### src/hdl/clock_recovery_defines.vh
// Constants for the packet clock recovery support block
// Behaviour
// - Four clocks, one selected onto reference pin
// - Separate selector feeds repeater timestamp clock
// - Switching clocks may cause phase transient
// - Timing packets stamped with comparable arrival time
// - Sequence number yields effective launch time
// - Start free running; frequency presettable
// - Packets in free run start acquiring
// - Acquired only when frequency and phase locked
// - Lost assessment: back to acquiring, freeze
// - Acquiring too long: holdover, loss-of-lock interrupt (code counts only cycles with ASSESS_BAD_I high)
// - Good packets in holdover resume acquiring
// - Host filter output sets oscillator frequency
// - Adaptive mode stamps on local system time
// - Differential mode stamps on common reference
`ifndef CLOCK_RECOVERY_DEFINES_VH
`define CLOCK_RECOVERY_DEFINES_VH

`define NUM_CHAN 4
`define TIME_W 32
`define FREQ_RESET 32'h0000_0000
`define TIME_RESET 32'h0000_0000
`define HOLD_TIMEOUT_MS 1000
`define CLK_KHZ 10000
`define HOLD_CYCLES (`HOLD_TIMEOUT_MS * `CLK_KHZ)

`endif

### src/hdl/clock_recovery.v
// Packet clock recovery: stamping, state tracking, oscillators, selectors
`timescale 1ns/1ns
`default_nettype none
`include "clock_recovery_defines.vh"

module clock_recovery #(
   parameter HOLD_CYCLES = `HOLD_CYCLES
) (
   input wire CLK_I,
   input wire RST_I,
   input wire PKT_VALID_I,
   input wire PKT_TIMING_I,
   input wire [1:0] PKT_CHAN_I,
   input wire PKT_HAS_TS_I,
   input wire [31:0] PKT_TS_I,
   input wire [15:0] PKT_SEQ_I,
   input wire [15:0] PKT_INCR_I,
   input wire PKT_GOOD_I,
   input wire COMMON_REF_I,
   input wire [3:0] DIFF_MODE_I,
   input wire [3:0] LOCK_OK_I,
   input wire [3:0] ASSESS_BAD_I,
   input wire FREQ_WE_I,
   input wire [1:0] FREQ_CHAN_I,
   input wire [31:0] FREQ_WORD_I,
   input wire [1:0] REF_SEL_I,
   input wire [1:0] TS_SEL_I,
   output reg STAMP_VALID_O,
   output reg [1:0] STAMP_CHAN_O,
   output reg [31:0] STAMP_ARRIVAL_O,
   output reg [31:0] STAMP_LAUNCH_O,
   output reg [31:0] STAMP_DELTA_O,
   output reg FREQ_REJECT_O,
   output wire [15:0] STATE_O,
   output wire [3:0] LOSS_OF_LOCK_O,
   output reg RECOVERED_REF_OUT_O,
   output reg REPEATER_TS_CLK_O
);
   localparam [3:0] ST_FREE = 4'h1;
   localparam [3:0] ST_ACQUIRING = 4'h2;
   localparam [3:0] ST_ACQUIRED = 4'h4;
   localparam [3:0] ST_HOLDOVER = 4'h8;
   localparam [31:0] hold_last = HOLD_CYCLES - 1;

   reg [31:0] sys_time_reg;
   reg [31:0] ref_time_reg;
   reg ref_prev_reg;
   reg [1:0] rd_chan_reg;
   reg [1:0] acc_chan_reg;
   wire [3:0] clk_bit;
   wire [3:0] frozen;
   reg [31:0] arrival_next;
   reg [31:0] launch_next;
   wire [31:0] mem_rd_data;
   wire [31:0] eff_launch;
   wire pkt_timing;
   wire wr_ok;

   assign pkt_timing = PKT_VALID_I & PKT_TIMING_I;
   // Sequence count scaled by the PKT_INCR_I payload size given with each packet
   assign eff_launch = PKT_SEQ_I * PKT_INCR_I;
   assign wr_ok = FREQ_WE_I & ~frozen[FREQ_CHAN_I];

   // Local time bases: system clock and common reference edges
   always @(posedge CLK_I) begin
      if (RST_I) begin
         sys_time_reg <= `TIME_RESET;
         ref_time_reg <= `TIME_RESET;
         ref_prev_reg <= 1'b0;
      end else begin
         sys_time_reg <= sys_time_reg + 32'h0000_0001;
         ref_prev_reg <= COMMON_REF_I;
         if (COMMON_REF_I && !ref_prev_reg) begin
            ref_time_reg <= ref_time_reg + 32'h0000_0001;
         end
      end
   end

   always @* begin
      arrival_next = sys_time_reg;
      if (DIFF_MODE_I[PKT_CHAN_I]) begin
         arrival_next = ref_time_reg;
      end
      launch_next = PKT_TS_I;
      if (!PKT_HAS_TS_I) begin
         launch_next = eff_launch;
      end
   end

   // Arrival stamp and launch time share one record for the host filter
   always @(posedge CLK_I) begin
      if (RST_I) begin
         STAMP_VALID_O <= 1'b0;
         STAMP_CHAN_O <= 2'h0;
         STAMP_ARRIVAL_O <= `TIME_RESET;
         STAMP_LAUNCH_O <= `TIME_RESET;
         STAMP_DELTA_O <= `TIME_RESET;
      end else begin
         STAMP_VALID_O <= pkt_timing;
         if (pkt_timing) begin
            STAMP_CHAN_O <= PKT_CHAN_I;
            STAMP_ARRIVAL_O <= arrival_next;
            STAMP_LAUNCH_O <= launch_next;
            STAMP_DELTA_O <= arrival_next - launch_next;
         end
      end
   end

   always @(posedge CLK_I) begin
      if (RST_I) begin
         FREQ_REJECT_O <= 1'b0;
      end else begin
         FREQ_REJECT_O <= FREQ_WE_I & ~wr_ok;
      end
   end

   freq_word_mem u_freq_mem (
      .clk_i(CLK_I),
      .rst_i(RST_I),
      .wr_en_i(wr_ok),
      .wr_addr_i(FREQ_CHAN_I),
      .wr_data_i(FREQ_WORD_I),
      .rd_addr_i(rd_chan_reg),
      .rd_data_o(mem_rd_data)
   );

   // Memory has one read port, so the oscillators step in turn
   always @(posedge CLK_I) begin
      if (RST_I) begin
         rd_chan_reg <= 2'h0;
         acc_chan_reg <= 2'h0;
      end else begin
         rd_chan_reg <= rd_chan_reg + 2'h1;
         acc_chan_reg <= rd_chan_reg;
      end
   end

   genvar i;
   generate
      for (i = 0; i < `NUM_CHAN; i = i + 1) begin : g_chan
         reg [3:0] state_reg;
         reg [3:0] state_next;
         reg freeze_reg;
         reg [31:0] bad_cnt_reg;
         reg [31:0] phase_reg;
         reg lol_reg;
         wire hit;

         assign hit = pkt_timing && PKT_CHAN_I == i;
         assign STATE_O[4 * i + 3:4 * i] = state_reg;
         assign LOSS_OF_LOCK_O[i] = lol_reg;
         assign clk_bit[i] = phase_reg[31];
         assign frozen[i] = freeze_reg;

         always @* begin
            state_next = state_reg;
            case (state_reg)
               ST_FREE: begin
                  if (hit) begin
                     state_next = ST_ACQUIRING;
                  end
               end
               ST_ACQUIRING: begin
                  if (bad_cnt_reg == hold_last && ASSESS_BAD_I[i]) begin
                     state_next = ST_HOLDOVER;
                  end else if (LOCK_OK_I[i] && !ASSESS_BAD_I[i]) begin
                     state_next = ST_ACQUIRED;
                  end
               end
               ST_ACQUIRED: begin
                  if (ASSESS_BAD_I[i]) begin
                     state_next = ST_ACQUIRING;
                  end
               end
               ST_HOLDOVER: begin
                  if (hit && PKT_GOOD_I) begin
                     state_next = ST_ACQUIRING;
                  end
               end
               default: begin
                  state_next = ST_FREE;
               end
            endcase
         end

         always @(posedge CLK_I) begin
            if (RST_I) begin
               state_reg <= ST_FREE;
               freeze_reg <= 1'b0;
               bad_cnt_reg <= 32'h0000_0000;
               lol_reg <= 1'b0;
            end else begin
               state_reg <= state_next;
               lol_reg <= state_reg == ST_ACQUIRING &&
                  state_next == ST_HOLDOVER;
               if (state_reg == ST_ACQUIRED && state_next == ST_ACQUIRING) begin
                  freeze_reg <= 1'b1;
               end else if (state_next == ST_ACQUIRED) begin
                  freeze_reg <= 1'b0;
               end
               // Holdover counts only while acquiring and unable to assess
               if (state_reg == ST_ACQUIRING && ASSESS_BAD_I[i] &&
                   bad_cnt_reg != hold_last) begin
                  bad_cnt_reg <= bad_cnt_reg + 32'h0000_0001;
               end else if (!(state_reg == ST_ACQUIRING &&
                              ASSESS_BAD_I[i])) begin
                  bad_cnt_reg <= 32'h0000_0000;
               end
            end
         end

         // Numerically controlled oscillator, MSB is the recovered clock
         always @(posedge CLK_I) begin
            if (RST_I) begin
               phase_reg <= 32'h0000_0000;
            end else if (acc_chan_reg == i) begin
               phase_reg <= phase_reg + mem_rd_data;
            end
         end
      end
   endgenerate

   // No glitch-free switchover; an external PLL must hide the phase step
   always @(posedge CLK_I) begin
      if (RST_I) begin
         RECOVERED_REF_OUT_O <= 1'b0;
         REPEATER_TS_CLK_O <= 1'b0;
      end else begin
         RECOVERED_REF_OUT_O <= clk_bit[REF_SEL_I];
         REPEATER_TS_CLK_O <= clk_bit[TS_SEL_I];
      end
   end
endmodule

`default_nettype wire

### src/hdl/freq_word_mem.v
// Frequency control words of the four oscillators
`timescale 1ns/1ns
`default_nettype none
`include "clock_recovery_defines.vh"

module freq_word_mem (
   input wire clk_i,
   input wire rst_i,
   input wire wr_en_i,
   input wire [1:0] wr_addr_i,
   input wire [31:0] wr_data_i,
   input wire [1:0] rd_addr_i,
   output reg [31:0] rd_data_o
);
   // One register per word keeps a single writer for each
   wire [127:0] words;
   genvar i;

   generate
      for (i = 0; i < 4; i = i + 1) begin : g_word
         reg [31:0] word_reg;
         assign words[32 * i + 31:32 * i] = word_reg;
         always @(posedge clk_i) begin
            if (rst_i) begin
               word_reg <= `FREQ_RESET;
            end else if (wr_en_i && wr_addr_i == i) begin
               word_reg <= wr_data_i;
            end
         end
      end
   endgenerate

   always @(posedge clk_i) begin
      if (rst_i) begin
         rd_data_o <= `FREQ_RESET;
      end else begin
         rd_data_o <= words[32 * rd_addr_i +: 32];
      end
   end
endmodule

`default_nettype wire

### config.mk
export PLATFORM = sky130hd
export DESIGN_NAME = clock_recovery
export DESIGN_NICKNAME = d
export VERILOG_FILES = /design/src/hdl/clock_recovery.v /design/src/hdl/freq_word_mem.v
export VERILOG_INCLUDE_DIRS = /design/src /design/src/hdl
export SDC_FILE = /design/constraint.sdc
export NUM_CORES = 2
export LEC_CHECK = 0
export BUFFER_PORTS_ARGS = -buffer_cell sky130_fd_sc_hd__buf_2
export CAP_MARGIN = 40
export CORE_ASPECT_RATIO = 0.75
export CORE_UTILIZATION = 50
export DETAILED_ROUTE_END_ITERATION = 8
export PLACE_DENSITY = 0.71
export SYNTH_ARGS = -nofsm -noshare
export SYNTH_HDL_FRONTEND = slang
export SYNTH_SLANG_ARGS = --single-unit
### constraint.sdc
create_clock -name CLK_I -period 26.3 [get_ports CLK_I]
set_input_delay 1.315 -clock CLK_I [delete_from_list [all_inputs] [get_ports CLK_I]]
set_output_delay 1.315 -clock CLK_I [all_outputs]
set_load 0.03 [all_outputs]
==> run_summary.xml <==
<?xml version="1.0" encoding="UTF-8"?>
<metrics>
  <group name="clocking">
    <metric name="tritoncts_num_sinks" unit="">611</metric>
    <metric name="tritoncts" unit="">yes</metric>
    <metric name="cts.htree.levels" unit="">3</metric>
    <metric name="cts_inserted_buffers" unit="">66</metric>
    <metric name="cts-root-to-sink-buffers" unit="">3</metric>
    <metric name="worst_setup_hold_path_clk_slew" unit="ns">0.06</metric>
    <metric name="cts.repair.resized" unit="">0</metric>
    <metric name="postCtsSetupRepairBufs" unit="">0</metric>
    <metric name="cts_hold_buffers" unit="">0</metric>
    <metric name="clockRootBuffer" unit="">sky130_fd_sc_hd__clkbuf_16</metric>
    <metric name="clock_latency" unit="ns">0.62</metric>
  </group>
  <group name="detailed_routing">
    <metric name="route.antenna.remaining_nets" unit="">0</metric>
    <metric name="routed_via_density" unit="">5.56</metric>
    <metric name="routed-via-count" unit="">33500</metric>
    <metric name="drt-pass1-iter-count" unit="">5</metric>
    <metric name="detailedRoute.firstIterationViolations" unit="">2739</metric>
    <metric name="wl_per_cell" unit="um">17.8</metric>
    <metric name="routed_wirelength" unit="um">107000</metric>
    <metric name="remaining_drc_errors" unit="">0</metric>
  </group>
  <group name="worst_setup_path">
    <metric name="cpMaxStageDelayCell" unit="">sky130_fd_sc_hd__fa_1</metric>
    <metric name="worstSetupPathType" unit="">in -&gt; reg</metric>
    <metric name="crit_required" unit="ns">26.82</metric>
    <metric name="critical_path.startpoint" unit="">PKT_SEQ_I[11]</metric>
    <metric name="crit_arrival" unit="ns">10.51</metric>
    <metric name="timing.critical_path.fanout_max" unit="">16</metric>
    <metric name="critical_path.startpoint_type" unit="">input port</metric>
    <metric name="worstReg2RegStart" unit="">u_freq_mem.rd_data_o[1]$_SDFF_PP0_</metric>
    <metric name="max_stage_delay" unit="ns">0.55</metric>
    <metric name="endpoint_kind" unit="">register</metric>
    <metric name="critical_path.most_common_cell" unit="">sky130_fd_sc_hd__fa_1</metric>
  </group>
  <group name="sta">
    <metric name="timing.fmax" unit="MHz">100</metric>
    <metric name="min_period_over_period" unit="">0.380</metric>
    <metric name="final_max_slew_viol_count" unit="">0</metric>
    <metric name="timing_worst_slew_pin_value" unit="ns">1.25</metric>
    <metric name="slew_headroom" unit="">0.166</metric>
    <metric name="finalSetupTns" unit="ns">0</metric>
    <metric name="rsz_0062_raised_after_global_routing" unit="">no</metric>
    <metric name="period_needed" unit="ns">9.99</metric>
    <metric name="finalSetupViolations" unit="">0</metric>
    <metric name="finClkSkew" unit="ns">0.0255</metric>
    <metric name="hold_violations" unit="">0</metric>
  </group>
  <group name="synth">
    <metric name="syn-cell-area" unit="sq um">39600</metric>
    <metric name="synth_warn" unit="">0</metric>
    <metric name="synth_largest_type_area_fraction" unit="">0.309</metric>
    <metric name="ys_dominant_reg_cell" unit="">sky130_fd_sc_hd__dfxtp_1</metric>
    <metric name="synth_nets" unit="">5361</metric>
    <metric name="distinct_cells_synth" unit="">82</metric>
    <metric name="register_area_share_after_synthesis" unit="">0.309</metric>
    <metric name="synth_largest_area_cell" unit="">sky130_fd_sc_hd__dfxtp_1</metric>
    <metric name="synth-async-reset-ratio" unit="">0</metric>
    <metric name="synth_enable_flop_cells" unit="">0</metric>
    <metric name="post_synth.cell_area_avg" unit="sq um">8.28</metric>
    <metric name="synthesis.instances" unit="">4782</metric>
    <metric name="ys_top_cells_by_area" unit="">sky130_fd_sc_hd__dfxtp_1, sky130_fd_sc_hd__fa_1, sky130_fd_sc_hd__nand2_1</metric>
    <metric name="ys_seq_elements" unit="">611</metric>
  </group>
  <group name="pwr">
    <metric name="worst_ir_drop_vdd" unit="mV">0.155</metric>
    <metric name="totalPowerFinal" unit="mW">4.30</metric>
    <metric name="powerDensity" unit="nW/um^2">97.8</metric>
    <metric name="power.leakage" unit="nW">19.0</metric>
  </group>
  <group name="place">
    <metric name="io_buffers" unit="">245</metric>
    <metric name="gpl.final_weighted_congestion" unit="">1.00</metric>
    <metric name="detailed_place_hpwl" unit="um">79300</metric>
  </group>
  <group name="floorplanning">
    <metric name="std_cell_rows" unit="">88</metric>
    <metric name="floorplan.die_area" unit="sq um">80400</metric>
    <metric name="io_pins" unit="">246</metric>
    <metric name="floorplan.core_area" unit="sq um">77600</metric>
    <metric name="die_w" unit="um">327</metric>
    <metric name="initial_core_util" unit="">0.510</metric>
    <metric name="die_height" unit="um">246</metric>
  </group>
  <group name="min_path">
    <metric name="startpoint_of_the_worst_hold_path" unit="">STAMP_ARRIVAL_O[18]$_SDFFE_PP0P_</metric>
    <metric name="min-delay-path-class" unit="">reg -&gt; reg</metric>
  </group>
  <group name="global_route">
    <metric name="gr-usage-all-layers" unit="">0.264</metric>
    <metric name="pin_count_of_the_biggest_net_entering_global_routing" unit="">222</metric>
    <metric name="number_of_antenna_violations_at_the_first_check_in_global_routing" unit="">11</metric>
    <metric name="wire_length_of_the_first_global_routing_pass" unit="um">171000</metric>
    <metric name="grt_overflow_total" unit="">0</metric>
    <metric name="first_global_vias" unit="">31300</metric>
  </group>
  <group name="cells_and_area">
    <metric name="final_layout_size_suffix_gt1_frac" unit="">0.0983</metric>
    <metric name="flow.area_growth_from_synthesis" unit="%">10.9</metric>
    <metric name="final_nets" unit="">5501</metric>
  </group>
  <group name="status">
    <metric name="result_of_the_run" unit="">finished, final reports clean</metric>
  </group>
  <group name="flow_run">
    <metric name="max_cap_violations" unit="">0</metric>
  </group>
</metrics>
[layout by cell type (no fill, tap or decap), drive strengths merged, types with 88 or more instances in the layout]
cell	n
ha	256
dfxtp	611
nor2	359
xnor2	127
buf	279
a21o	91
nand3	117
nand2	862
and2	181
inv	301
fa	199
xor2	160
clkbuf	88
o21ai	145
a21oi	459
[cell families (layout without fill, tap and decap cells)]
logic type	after synthesis	in the layout	synth area share
simple gates	1893	1893	0.219
compound gates	931	931	0.141
flops	611	611	0.309
buf+inv	507	698	0.0486
fa+ha+maj	466	466	0.184
xor+xnor	287	287	0.0635
mux	87	87	0.0343
other cells	0	7	0
[final timing paths]
kind,cells after the start,slack [ns],endpoint
worst max-delay path,35,16.31,STAMP_DELTA_O[31]$_SDFFE_PP0P_
worst min-delay path,2,0.45,STAMP_ARRIVAL_O[18]$_SDFFE_PP0P_
worst max register to register,16,21.79,g_chan[2].phase_reg[28]$_SDFFE_PP0N_
worst min register to register,2,0.45,STAMP_ARRIVAL_O[18]$_SDFFE_PP0P_
[routing by layer]
metal	vias up	routed length [um]	track usage
met5	-	97	0.00664
met4	6	2140	0.0601
met3	139	9570	0.0670
met2	1098	42800	0.365
met1	15700	52600	0.405
li1	16500	-	-
[power by group]
group | internal, mW | switching [mW]
clock network | 0.570 | 0.401
registers | 0.962 | 0.0279
logic | 0.846 | 1.49
[critical path: cells and delay by family]
kind | cells | cell delay, ns
xor gates and xnor gates | 1 | 0.16
adders and majority gates | 8 | 3.78
AOI/OAI and AO/OA | 15 | 3.63
buffers and inverters | 4 | 0.46
and+or+nand+nor | 7 | 1.13
[layout make-up]
cell class | count | area, sq um
sequential | 611 | 12200
multi-input combinational | 3664 | 25500
clock inverter | 31 | 390
tap | 1035 | 1290
clock buffer | 88 | 1860
fill | 7053 | 33700
antenna | 7 | 17.5
inverter | 298 | 1120
timing repair buffer | 281 | 1530
[through the flow]
stage | util | setup WS (ns) | cells | hold WS, ns | cell area (sq um)
floorplan | - | 16.81 | 4782 | 0.424 | 39600
global placement | 0.536 | 16.05 | 5882 | 0.439 | 41600
finish | 0.566 | 16.31 | 6015 | 0.451 | 43900
detailed placement | 0.536 | 15.90 | 5886 | 0.443 | 41600
global route | 0.566 | 15.86 | 6012 | 0.470 | 43900
CTS | 0.565 | 16.51 | 6005 | 0.452 | 43900
[cells in the mapped netlist, types with 64 or more instances]
library cell and number:
sky130_fd_sc_hd__inv_1 297, sky130_fd_sc_hd__nor3_1 64, sky130_fd_sc_hd__xor2_1 160, sky130_fd_sc_hd__o21ai_0 139
sky130_fd_sc_hd__xnor2_1 127, sky130_fd_sc_hd__ha_1 256, sky130_fd_sc_hd__nand3_1 117, sky130_fd_sc_hd__nor2_1 359
sky130_fd_sc_hd__fa_1 199, sky130_fd_sc_hd__nand2_1 862, sky130_fd_sc_hd__dfxtp_1 611, sky130_fd_sc_hd__clkbuf_1 185
sky130_fd_sc_hd__a21o_1 91, sky130_fd_sc_hd__and3_1 74, sky130_fd_sc_hd__and2_1 181, sky130_fd_sc_hd__a21oi_1 459
Power figures use the tool's default switching activity.
